==> config.mk <==
export PLATFORM = sky130hd
export DESIGN_NAME = e1pm_top
export DESIGN_NICKNAME = d
export VERILOG_FILES = /design/src/e1pm_counter.v /design/src/e1pm_top.v
export VERILOG_INCLUDE_DIRS = /design/src
export SDC_FILE = /design/constraint.sdc
export NUM_CORES = 1
export LEC_CHECK = 0
export ABC_AREA = 1
export BUFFER_PORTS_ARGS = -buffer_cell sky130_fd_sc_hd__buf_2
export CAP_MARGIN = 10
export CORE_MARGIN = 2
export CORE_UTILIZATION = 25
export DETAILED_ROUTE_END_ITERATION = 6
export GPL_ROUTABILITY_DRIVEN = 1
export GPL_TIMING_DRIVEN = 0
export MAX_ROUTING_LAYER = met4
export SETUP_SLACK_MARGIN = 0.02
export SKIP_CTS_REPAIR_TIMING = 1
export SYNTH_ARGS = -nofsm -noshare
export SYNTH_HDL_FRONTEND = slang
export SYNTH_HIERARCHICAL = 1
export SYNTH_SLANG_ARGS = --single-unit
==> constraint.sdc <==
create_clock -name clk -period 1.96 [get_ports clk]
set_input_delay 0.196 -clock clk [delete_from_list [all_inputs] [get_ports clk]]
set_output_delay 0.196 -clock clk [all_outputs]
set_load 0.03 [all_outputs]
==> src/e1pm_map.vh <==
// Register map and constants of the receive error counter block.
// Assumes byte-wide register port with 16-bit addresses.
`ifndef E1PM_MAP_VH
`define E1PM_MAP_VH

`define E1PM_ADDR_W 16
// Upper byte of line violation tally; offset not printed, placed below low
`define E1PM_LCV_HIGH 16'h0900
`define E1PM_LCV_LOW 16'h0901
`define E1PM_FAE_HIGH 16'h0902
`define E1PM_FAE_LOW 16'h0903
`define E1PM_SEF 16'h0904
`define E1PM_CRC_HIGH 16'h0905
`define E1PM_CRC_LOW 16'h0906
`define E1PM_INT_STAT 16'h0910
`define E1PM_INT_MASK 16'h0911
// Interrupt status bit positions
`define E1PM_IRQ_LCV 0
`define E1PM_IRQ_FAE 1
`define E1PM_IRQ_SEF 2
`define E1PM_IRQ_CRC 3
`define E1PM_IRQ_W 4
`define E1PM_CNT_RST 16'h0000
`define E1PM_BYTE_RST 8'h00
`define E1PM_MASK_RST 4'h0

`endif

==> src/e1pm_counter.v <==
// One clear-on-read error counter with low-byte snapshot.
// Assumes event and read pulses are synchronous to clk.
`timescale 1ns/1ps
`include "e1pm_map.vh"

module e1pm_counter (
	// Clock and reset
	input wire clk,
	input wire rst,
	// Event and host reads
	input wire event_in,
	input wire rd_high,
	input wire rd_low,
	// Values seen by the host
	output wire [15:0] live,
	output wire [7:0] held_low
);
	reg [15:0] cnt_ff;
	reg [7:0] low_ff;
	reg [15:0] nxt_cnt;

	always @* begin
		nxt_cnt = cnt_ff;
		if (rd_high) begin
			// clear on read, keep concurrent event
			nxt_cnt = {15'h0000, event_in};
		end else if (event_in && cnt_ff != 16'hffff) begin
			// Saturate rather than wrap so overflow never reads small
			nxt_cnt = cnt_ff + 16'h0001;
		end
	end

	always @(posedge clk or posedge rst) begin
		if (rst) begin
			cnt_ff <= `E1PM_CNT_RST;
			low_ff <= `E1PM_BYTE_RST;
		end else begin
			cnt_ff <= nxt_cnt;
			// snapshot low byte; the live count keeps events that
			// arrive between the two byte reads for the next pair
			if (rd_high)
				low_ff <= cnt_ff[7:0];
			else if (rd_low)
				low_ff <= `E1PM_BYTE_RST;
		end
	end

	assign live = cnt_ff;
	assign held_low = low_ff;
endmodule // e1pm_counter

==> src/e1pm_top.v <==
// Receive error performance counters of an E1 framer.
// Assumes framer event pulses on clk, one per event, and a byte register
// port with read data one cycle after the read strobe.
//
// The plain strobed port is this design's own decision.
`timescale 1ns/1ps
`include "e1pm_map.vh"

module e1pm_top (
	// Clock and reset
	input wire clk,
	input wire rst,
	// Framer event pulses
	input wire line_violation,
	input wire frame_align_error,
	input wire frame_align_ok,
	input wire loss_of_frame,
	input wire crc_sync_error,
	// Register port
	input wire [15:0] addr,
	input wire [7:0] wdata,
	input wire wr,
	input wire rd,
	output wire [7:0] rdata,
	// Interrupt
	output wire irq
);
	reg [7:0] rdata_ff;
	reg [7:0] sef_ff;
	reg [7:0] nxt_sef;
	reg [2:0] sef_state_ff;
	reg [2:0] nxt_sef_state;
	reg sef_ev;
	reg [`E1PM_IRQ_W-1:0] stat_ff;
	reg [`E1PM_IRQ_W-1:0] nxt_stat;
	reg [`E1PM_IRQ_W-1:0] mask_ff;
	reg [`E1PM_IRQ_W-1:0] nxt_mask;
	reg [7:0] nxt_rdata;
	wire [15:0] lcv_live;
	wire [15:0] fae_live;
	wire [15:0] crc_live;
	wire [7:0] lcv_low;
	wire [7:0] fae_low;
	wire [7:0] crc_low;
	wire [`E1PM_IRQ_W-1:0] ev_vec;
	wire rd_lcv_h;
	wire rd_lcv_l;
	wire rd_fae_h;
	wire rd_fae_l;
	wire rd_crc_h;
	wire rd_crc_l;
	wire rd_sef;
	wire wr_stat;
	wire wr_mask;

	// Severe frame detector states, one-hot
	localparam [2:0] SEF_CLEAN = 3'h1;
	localparam [2:0] SEF_ONE_ERR = 3'h2;
	localparam [2:0] SEF_ARMED = 3'h4;

	assign rd_lcv_h = rd && addr == `E1PM_LCV_HIGH;
	assign rd_lcv_l = rd && addr == `E1PM_LCV_LOW;
	assign rd_fae_h = rd && addr == `E1PM_FAE_HIGH;
	assign rd_fae_l = rd && addr == `E1PM_FAE_LOW;
	assign rd_crc_h = rd && addr == `E1PM_CRC_HIGH;
	assign rd_crc_l = rd && addr == `E1PM_CRC_LOW;
	assign rd_sef = rd && addr == `E1PM_SEF;
	assign wr_stat = wr && addr == `E1PM_INT_STAT;
	assign wr_mask = wr && addr == `E1PM_INT_MASK;

	e1pm_counter u_lcv (
		.clk(clk),
		.rst(rst),
		.event_in(line_violation),
		.rd_high(rd_lcv_h),
		.rd_low(rd_lcv_l),
		.live(lcv_live),
		.held_low(lcv_low)
	);

	e1pm_counter u_fae (
		.clk(clk),
		.rst(rst),
		.event_in(frame_align_error),
		.rd_high(rd_fae_h),
		.rd_low(rd_fae_l),
		.live(fae_live),
		.held_low(fae_low)
	);

	e1pm_counter u_crc (
		.clk(clk),
		.rst(rst),
		.event_in(crc_sync_error),
		.rd_high(rd_crc_h),
		.rd_low(rd_crc_l),
		.live(crc_live),
		.held_low(crc_low)
	);

	// A pair of errored FAS words arms the detector; the pair is counted at
	// the next FAS word only if the framer has not declared loss of frame,
	// since a pair that causes the loss is not a severely errored frame.
	always @* begin
		nxt_sef_state = sef_state_ff;
		sef_ev = 1'b0;
		case (sef_state_ff)
			SEF_CLEAN: begin
				if (!loss_of_frame && frame_align_error)
					nxt_sef_state = SEF_ONE_ERR;
			end
			SEF_ONE_ERR: begin
				if (loss_of_frame)
					nxt_sef_state = SEF_CLEAN;
				else if (frame_align_error)
					nxt_sef_state = SEF_ARMED;
				else if (frame_align_ok)
					nxt_sef_state = SEF_CLEAN;
			end
			SEF_ARMED: begin
				if (!loss_of_frame &&
				    (frame_align_ok || frame_align_error))
					sef_ev = 1'b1;
				// A third error starts a new pair
				if (loss_of_frame)
					nxt_sef_state = SEF_CLEAN;
				else if (frame_align_error)
					nxt_sef_state = SEF_ONE_ERR;
				else if (frame_align_ok)
					nxt_sef_state = SEF_CLEAN;
			end
			default: begin
				// An illegal code falls back to a clean detector
				nxt_sef_state = SEF_CLEAN;
			end
		endcase
	end

	always @* begin
		nxt_sef = sef_ff;
		if (rd_sef)
			nxt_sef = {7'h00, sef_ev};
		else if (sef_ev && sef_ff != 8'hff)
			nxt_sef = sef_ff + 8'h01;
	end

	always @(posedge clk or posedge rst) begin
		if (rst) begin
			sef_state_ff <= SEF_CLEAN;
			sef_ff <= `E1PM_BYTE_RST;
		end else begin
			sef_state_ff <= nxt_sef_state;
			sef_ff <= nxt_sef;
		end
	end

	assign ev_vec = {crc_sync_error, sef_ev, frame_align_error,
		line_violation};

	// Set beats write-one-to-clear in the same cycle, so no event is lost
	always @* begin
		nxt_stat = stat_ff | ev_vec;
		nxt_mask = mask_ff;
		if (wr_stat)
			nxt_stat = (stat_ff & ~wdata[`E1PM_IRQ_W-1:0]) | ev_vec;
		if (wr_mask)
			nxt_mask = wdata[`E1PM_IRQ_W-1:0];
	end

	always @(posedge clk or posedge rst) begin
		if (rst) begin
			stat_ff <= {`E1PM_IRQ_W{1'b0}};
			mask_ff <= `E1PM_MASK_RST;
		end else begin
			stat_ff <= nxt_stat;
			mask_ff <= nxt_mask;
		end
	end

	assign irq = |(stat_ff & mask_ff);

	always @* begin
		nxt_rdata = 8'h00;
		if (rd) begin
			case (addr)
				`E1PM_LCV_HIGH: nxt_rdata = lcv_live[15:8];
				`E1PM_FAE_HIGH: nxt_rdata = fae_live[15:8];
				`E1PM_CRC_HIGH: nxt_rdata = crc_live[15:8];
				`E1PM_LCV_LOW: nxt_rdata = lcv_low;
				`E1PM_FAE_LOW: nxt_rdata = fae_low;
				`E1PM_CRC_LOW: nxt_rdata = crc_low;
				`E1PM_SEF: nxt_rdata = sef_ff;
				`E1PM_INT_STAT: nxt_rdata = {4'h0, stat_ff};
				`E1PM_INT_MASK: nxt_rdata = {4'h0, mask_ff};
				default: nxt_rdata = 8'h00;
			endcase
		end
	end

	always @(posedge clk or posedge rst) begin
		if (rst)
			rdata_ff <= `E1PM_BYTE_RST;
		else
			rdata_ff <= nxt_rdata;
	end

	assign rdata = rdata_ff;
endmodule // e1pm_top

== After elaboration in Yosys (flattened, before gate mapping) ==
Cells that the tools add are included.
Storage, ports and cells
  flip-flop bits (word level): 99
  latch bits: 0
  bits in writable memories: 0
  bits in read-only memories: 0
  bits of input ports: 33
  output and inout bits: 9
  word-level logic and storage cells: 88
  memories: 0
Operators by class
  add/sub/neg operators: 4
  multiply operators: 0
  div/mod/pow operators: 0
  order comparisons: 0
  eq/ne operators: 17
  shifts and indexed selects: 0
  muxes and demuxes: 26
  bitwise logic cells: 5
  reductions and logical operators: 25
Operator list (number)
  == test 16 x 12 -> 1 bit, second input constant: 9
  two-way mux 16 bit: 6
  two-way mux 8 bit: 9
  case mux 8 bit (9 select lines): 1
  adder 16 x 1 -> 16 bit, second input constant: 3
  != test 16 bit, second input constant: 3
  two-way mux 3 bit: 6
  logical AND 1 bit: 15
  nonzero test 2 bit: 7
  case mux 3 bit (3 select lines): 1
  adder 8 x 1 -> 8 bit, second input constant: 1
  AND 4 bit: 2
  != test 8 bit, second input constant: 1
  OR 4 bit: 2
  two-way mux 4 bit: 1
  inverter 4 bit: 1
  OR reduction 4 bit: 1
  == test 3 x 1 -> 1 bit, second input constant: 1
  == test 3 x 2 -> 1 bit, second input constant: 1
  == test 3 bit, second input constant: 1
  two-way mux 1 bit: 2
  != test 2 bit, second input constant: 1
  logical NOT 1 bit: 1
  logical OR 1 bit: 1

== Logic depth before layout (Yosys ltp) ==
Gate-level depths: netlist of the first run.
  depth in word-level cells: 7
  gate-level depth with buffers: 12
  gate-level depth less buffers: 10

== Cells and area by module ==
The synthesis of the first run kept the hierarchy.
Modules (own cells, without submodules)
  e1pm_counter: times used 3, cells an instance 202, area an instance 1441.4 um^2, sequential area each 600.6 um^2
  e1pm_top: times used 1, cells an instance 325, area an instance 2127.0 um^2, sequential area each 676.9 um^2

== Least setup slack after synthesis of the first run ==
No wires, ideal clock.
  kind: input port to flip-flop
  start: input addr[15]
  end: register u_lcv.cnt_ff[2], in the netlist u_lcv/live[2]
  setup time: 0.118 ns
  data arrival time: 1.537 ns
  data required time: 1.842 ns
  slack: 0.305 ns
  cell stages on the path: 11
  path buffers: 3
  cells stage by stage: nor2_1 nand2_1 nor2_4 buf_6 nand3_2 nor2_1 buf_2 inv_1 buf_2 nand3_1 nand2_1
Between the ends
  word-level cells in the longest chain between the ends: 3
  elaborated cells on any way between the ends: 4
  those cells by class: eq/ne: 1; mux: 1; reduce/logical: 2
RTL lines
  start: declaration: line e1pm_top.v:20  | input wire [15:0] addr,
  == test 16 x 12 -> 1 bit (*)
  logical AND 1 bit (no line) (*)
  via rd_lcv_h: line e1pm_top.v:46  | wire rd_lcv_h;
  two-way mux 16 bit / nonzero test 2 bit (equally long branches)
  end signal: assignment: line e1pm_counter.v:35  | cnt_ff <= `E1PM_CNT_RST;
  end signal: assignment: line e1pm_counter.v:38  | cnt_ff <= nxt_cnt;
  end: declaration: line e1pm_counter.v:18  | reg [15:0] cnt_ff;
Mark *: on every way through the listed nets, which the timed path passes. The rest lies on a longest branch.
A chain may end at the register's enable or synchronous reset.

== Final worst setup path of the first run ==
  start: register u_crc.cnt_ff[0], in the netlist u_crc/live[0]
  end: register u_crc.cnt_ff[13], in the netlist u_crc/live[13]
Between the ends
  word-level cells in the longest chain between the ends: 3
  elaborated cells on any way between the ends: 6
  those cells by class: add/sub: 1; eq/ne: 1; mux: 2; reduce/logical: 2
RTL lines
  start: declaration: line e1pm_counter.v:18
  start signal: assignment: line e1pm_counter.v:35
  start signal: assignment: line e1pm_counter.v:38
  adder 16 x 1 -> 16 bit / != test 16 bit (equally long branches): line e1pm_counter.v:29, e1pm_counter.v:27
  two-way mux 16 bit / logical AND 1 bit (equally long branches): line e1pm_counter.v:27  | end else if (event_in && cnt_ff != 16'hffff) begin
  two-way mux 16 bit / nonzero test 2 bit (equally long branches)
Several ways; a longest one is shown, not always the timed one. The select of a mux whose other input is x is not followed.

==> flow_summary.json, run 1 <==
{
  "yosys_warnings": 6,
  "min_path_type": "primary input to flip-flop",
  "p_sw_frac": 0.272,
  "yosysSeqAreaShare": 0.384,
  "htreeDepth": 3,
  "synth_nets": 968,
  "drtAntennaViolNets": 0,
  "grt_usage": 0.135,
  "fillers": 2761,
  "dpl.hpwl_um": 12800,
  "finalSetupViolCount": 0,
  "die_y_um": 165,
  "drtIter0Drc": 377,
  "vias": 5932,
  "power.clock.fraction": 0.392,
  "finalCritPeriodShare": 0.909,
  "fin_util": 0.294,
  "path_buf_inv": 0,
  "cts_made_buffers": 9,
  "report.final.slew_viol_count": 0,
  "fmax_ghz": 0.562,
  "multi_input_area_um2": 3280,
  "diodes": 0,
  "place_congestion": 0.855,
  "worstPathArrival_ps": 2070,
  "crit_slowest_cell": "dfrtp_1",
  "syn2layout_area_growth_pct": 15.1,
  "switching_power_uw": 1350,
  "rows": 58,
  "crit_path_max_fanout": 7,
  "holdCritStartpoint": "loss_of_frame",
  "core-area_um2": 25300,
  "critPathLaunchType": "flip-flop",
  "overflow": 0,
  "powerDensity_nw_per_um2": 666,
  "drtPass1Iterations": 5,
  "finalClockSkew_ps": 7.30,
  "critical_path_required_ps": 2250,
  "tns_ps": 0,
  "clk_pin_slew_ps": 70,
  "critical_path_class": "flip-flop to flip-flop",
  "viasPerCell": 4.50,
  "regToRegStartpoint": "u_crc/live[0]",
  "intPower_uw": 3600,
  "synth_area_um2": 6450,
  "pwr-share-seq": 0.483,
  "synth_top_cell_by_area": "dfrtp_1",
  "fin_ws_ps": 179,
  "insertion_delay_ps": 350,
  "crit_chain": "ha_1 -> nand2_1 -> nor2_2 -> nand2_2 -> nor2_4 -> nor3_2 -> nand2_1 -> nand2_1",
  "outcome": "completed",
  "critPathLaunch": "u_crc/live[0]",
  "portBuffers": 37,
  "clkSinkCount": 99,
  "cts.path.max_buffers": 2,
  "cpLargestDelayFamily": "simple AND/OR/NAND/NOR gates",
  "wirelength_um": 16900,
  "drcViolationCount": 0,
  "yosysUniqueCellTypes": 32,
  "period_needed_ps": 1780,
  "slew_headroom": 0.360,
  "avgSynthCellArea_um2": 6.93,
  "post_drt_wl_per_cell_um": 12.8,
  "seq_area_um2": 2480,
  "cts-root-buf": "clkbuf_16",
  "synthCells": 931,
  "die_w_um": 165,
  "place_ws_ps": -247,
  "power.leakage_uw": 0.00398,
  "p_comb_frac": 0.126,
  "rsz0062_at_grt": "no",
  "antenna_found_initial": 0,
  "num_io_pins": 42,
  "ys_ff_latch": 99,
  "peakVddDrop_mv": 0.366,
  "worstSetupEndpointType": "flip-flop",
  "nNetsFinal": 1021,
  "cpPeakStageDelay_ps": 450,
  "drive_gt1_frac": 0.138,
  "start_util": 0.255,
  "grt_pass1_vias": 5718,
  "grt_first_pass_wirelength_um": 28400,
  "cts_tree": "yes",
  "cp_common_cell": "nand2_1",
  "hold_viol": 0,
  "cap_violations": 0,
  "dieArea_um2": 27100,
  "synth_top_area_frac": 0.380,
  "grt_max_degree": 28,
  "tightestPinTransition_ps": 959,
  "ys_top_cells_by_area": "dfrtp_1 38%, nand2_1 16%, nand3_1 9.9%, inv_1 7.9%, nor2_1 5.9%"
}
## metrics by stage
stage,std cells,instance area (um^2),power [uW],hold slack (ps)
final,1317,7430,4950,72.7
after global routing,1317,7430,5200,85.7
after CTS,1312,7370,4990,69.5
after detailed placement,1298,7050,3050,443
after global placement,1298,7050,3030,433
after floorplan,931,6450,2840,211
## path summary, 6_finish.rpt
path	end	slack, ps	cells past startpoint
min reg2reg	u_crc/held_low[0]	540	2
max in group asynchronous	u_crc/live[4]	710	3
min in group asynchronous	rdata[7]	360	3
max	u_crc/live[13]	180	8
min	sef_state_ff[2]	70	2
max reg2reg	u_crc/live[13]	180	8
## logic make-up (layout without fill, tap and decap cells)
family                     after synthesis  in the layout  share of synthesized area
xor gates and xnor gates                17             17                     0.0231
and+or+nand+nor                        586            586                      0.424
DFF                                     99             99                      0.384
AOI/OAI and AO/OA                       63             63                     0.0531
buffers and inverters                  162            218                      0.108
adders and majority gates                4              4                    0.00776
## power groups by stage
stage	sequential, uW	clock (uW)	combinational [uW]
global placement	2420	0	606
floorplan	2370	0	468
finish	2390	1940	623
global route	2420	2070	717
CTS	2390	1980	623
detailed placement	2430	0	619
## state kept, by name (all words and copies together) (netlist names)
signal	count
u_fae/held_low	8
stat_ff	4
sef_ff	8
rdata	8
sef_state_ff	3
u_lcv/live	16
u_fae/live	16
u_lcv/held_low	8
u_crc/held_low	8
mask_ff	4
u_crc/live	16
## placed cells by master (no fill, tap or decap), types with 2 or more instances in the layout
cell,count
ha_1,4
o22ai_1,10
nand4_4,3
or2_2,3
inv_2,2
clkbuf_1,4
o21ai_1,3
nor3_1,6
nand2_2,6
nand3_2,7
dfrtp_1,98
nor2_1,98
nand2_1,274
nand4_1,20
nand3_1,128
nor2_2,20
bufinv_16,2
buf_4,8
buf_12,4
inv_1,136
a21oi_1,11
xor2_1,17
nor2_4,10
o21bai_1,6
o21ai_0,33
buf_2,47
nor3_2,5
clkbuf_16,9
nand2_4,4
clkbuf_8,2
## cell usage after synthesis (all sizes together)
| cell | n |
|---|---|
| nor3 | 11 |
| nand3 | 135 |
| nand2 | 284 |
| dfstp | 1 |
| a21oi | 11 |
| nor2 | 129 |
| and2 | 1 |
| buf | 20 |
| or2 | 3 |
| ha | 4 |
| clkinv | 1 |
| o21bai | 6 |
| o21ai | 36 |
| inv | 138 |
| o22ai | 10 |
| nand4 | 23 |
| xor2 | 17 |
| dfrtp | 98 |
| clkbuf | 3 |
## cell type report
cell class / instances / area share
plain buffers: 23 / 0.0239
flip-flops and latches: 99 / 0.334
inverters: 139 / 0.0702
clock inverters: 2 / 0.00808
clock buffers: 12 / 0.0345
well taps: 330 / 0.0556
repair buffers: 42 / 0.0320
multi-input cells: 670 / 0.442
## routing by layer
metal	global-route usage	part of all wire	wire, um	vias to the layer above
met4	0.0415	0.014	241	0
met1	0.175	0.48	8120	2769
met3	0.0188	0.040	683	17
met2	0.220	0.47	7880	104
li1	-	-	-	3042
met5	-	0	0	-
Power figures use the tool's default switching activity.
==> run 2: changes to the inputs <==
--- a/config.mk
+++ b/config.mk
@@ -9,12 +9,15 @@
 export ABC_AREA = 1
 export BUFFER_PORTS_ARGS = -buffer_cell sky130_fd_sc_hd__buf_2
 export CAP_MARGIN = 10
+export CELL_PAD_IN_SITES_DETAIL_PLACEMENT = 1
+export CELL_PAD_IN_SITES_GLOBAL_PLACEMENT = 1
 export CORE_MARGIN = 2
 export CORE_UTILIZATION = 25
 export DETAILED_ROUTE_END_ITERATION = 6
 export GPL_ROUTABILITY_DRIVEN = 1
 export GPL_TIMING_DRIVEN = 0
 export MAX_ROUTING_LAYER = met4
+export PLACE_DENSITY_LB_ADDON = 0.1
 export SETUP_SLACK_MARGIN = 0.02
 export SKIP_CTS_REPAIR_TIMING = 1
 export SYNTH_ARGS = -nofsm -noshare
==> run 2 against run 1 <==
Effect of this change: sequential power is essentially flat; setup slack gained 41 ps; register-to-register slack gained 80 ps; first-iteration DRC count shrank 13%; critical path type is now primary input to flip-flop; final cell count grew 0.15%; non-clock buffer count is the same; sequential share of layout area grew 0.051 points; hold slack gained 4.6 ps.
==> flow_summary.json, run 2 (synthesized netlist as in run 1, its figures left out) <==
{
  "place_congestion": 0.759,
  "viasPerCell": 4.47,
  "min_path_type": "primary input to flip-flop",
  "worstPathArrival_ps": 1990,
  "cts_tree": "yes",
  "dieArea_um2": 27100,
  "critical_path_class": "primary input to flip-flop",
  "nNetsFinal": 1021,
  "fmax_ghz": 0.575,
  "clkSinkCount": 99,
  "cpLargestDelayFamily": "simple AND/OR/NAND/NOR gates",
  "finalCritPeriodShare": 0.887,
  "placed_cells": 1298,
  "grt_pass1_vias": 6143,
  "crit_chain": "buf_2 -> nor2_2 -> and2_1 -> buf_2 -> nand3_2 -> nor2_2 -> clkbuf_4 -> inv_1 -> buf_2 -> nand3_1 -> nand2_1",
  "insertion_delay_ps": 360,
  "outcome": "completed",
  "clk_pin_slew_ps": 80,
  "tightestPinTransition_ps": 1050,
  "placed_area_um2": 7050,
  "crit_path_max_fanout": 10,
  "crit_cells": 11,
  "cts_made_buffers": 9,
  "vias": 5897,
  "drtIter0Drc": 327,
  "grt_first_pass_wirelength_um": 34800,
  "drtPass1Iterations": 4,
  "die_y_um": 165,
  "dpl.hpwl_um": 16000,
  "grt_usage": 0.170,
  "rsz0062_at_grt": "no",
  "crit_slowest_cell": "clkbuf_4",
  "drtAntennaViolNets": 0,
  "grt_max_degree": 28,
  "finalClockSkew_ps": 14.6,
  "wirelength_um": 20900,
  "cap_violations": 0,
  "overflow": 0,
  "drcViolationCount": 0,
  "htreeDepth": 3,
  "finalSetupViolCount": 0,
  "report.final.slew_viol_count": 0,
  "layout_commonest_cell": "nand2_1",
  "critPathLaunchType": "primary input",
  "die_w_um": 165,
  "core-area_um2": 25300,
  "most-common-layout-cells": "274 x nand2_1, 136 x inv_1, 128 x nand3_1",
  "drive_gt1_frac": 0.138,
  "hold_ws_ps": 77.2,
  "cp_common_cell": "buf_2",
  "fin_ws_ps": 221,
  "hold_depth": 2,
  "antenna_found_initial": 0,
  "rows": 58,
  "hold_viol": 0,
  "worstSetupEndpointType": "flip-flop",
  "place_ws_ps": -271,
  "finalInstanceArea_um2": 7420,
  "cts.path.max_buffers": 2,
  "cpPeakStageDelay_ps": 250,
  "final_cells": 1319,
  "slew_headroom": 0.301,
  "power.leakage_uw": 0.00396,
  "period_needed_ps": 1740,
  "start_util": 0.255,
  "fillers": 3211,
  "syn2layout_area_growth_pct": 15.0,
  "portBuffers": 37,
  "path_buf_inv": 5,
  "cts-root-buf": "clkbuf_16",
  "post_drt_wl_per_cell_um": 15.9,
  "fin_util": 0.294,
  "peakVddDrop_mv": 0.374,
  "powerDensity_nw_per_um2": 643,
  "r2r.worst_path.cells": 8,
  "critical_path_required_ps": 2210,
  "num_io_pins": 42,
  "diodes": 0
}
run 2: cell types whose count changed in the layout (fill, tap and decap cells not counted), sizes merged:
cell	previous run	this run
buf	60	59
bufinv	2	0
clkinvlp	0	1
clkbuf	16	17
clkinv	1	4
run 2: routing by layer:
layer / global-route usage / share of wire
met4: 0.0296 / 0.0075
met1: 0.233 / 0.52
met2: 0.272 / 0.46
met3: 0.0234 / 0.018
met5: - / 0
run 2: where the power goes:
group          internal (uW)  leakage [uW]  switching (uW)
clock                    868      0.000127             859
combinational            243       0.00266             410
sequential              2190       0.00117             202
total                   3300       0.00396            1470
run 2: final cells by class:
cell class | count | area [um^2] | share of cell area
multi-input combinational | 670 | 3310 | 0.447
sequential | 99 | 2480 | 0.334
inverter | 139 | 522 | 0.0703
tap | 330 | 413 | 0.0557
timing repair buffer | 42 | 245 | 0.0331
clock buffer | 12 | 236 | 0.0319
buffer | 23 | 180 | 0.0243
clock inverter | 4 | 30.0 | 0.00405
run 2: metrics by stage:
| stage | setup TNS (ps) | power, uW |
|---|---|---|
| after CTS | 0 | 4860 |
| after detailed placement | -14350 | 3080 |
| after floorplan | 0 | 2840 |
| final | 0 | 4770 |
| after global routing | 0 | 5090 |
| after global placement | -14920 | 3070 |
run 2: final timing paths:
kind	from	endpoint	slack (ps)
worst min register to register	u_fae/held_low[7]	u_fae/held_low[7]	540
max in group asynchronous	rst	u_crc/held_low[6]	620
worst max-delay path	addr[3]	u_lcv/live[2]	220
worst max register to register	sef_ff[0]	sef_ff[2]	260
min in group asynchronous	rst	rdata[7]	430
worst min-delay path	loss_of_frame	sef_state_ff[2]	80
run 2: worst reg2reg max path: stages (launching register included):
cell     delay (ps)
dfrtp_1         450
ha_1            220
nand2_1          90
nor3_2          210
nand3_1         160
nand3_2         170
inv_2           110
a21oi_1         130
nor2_1           60
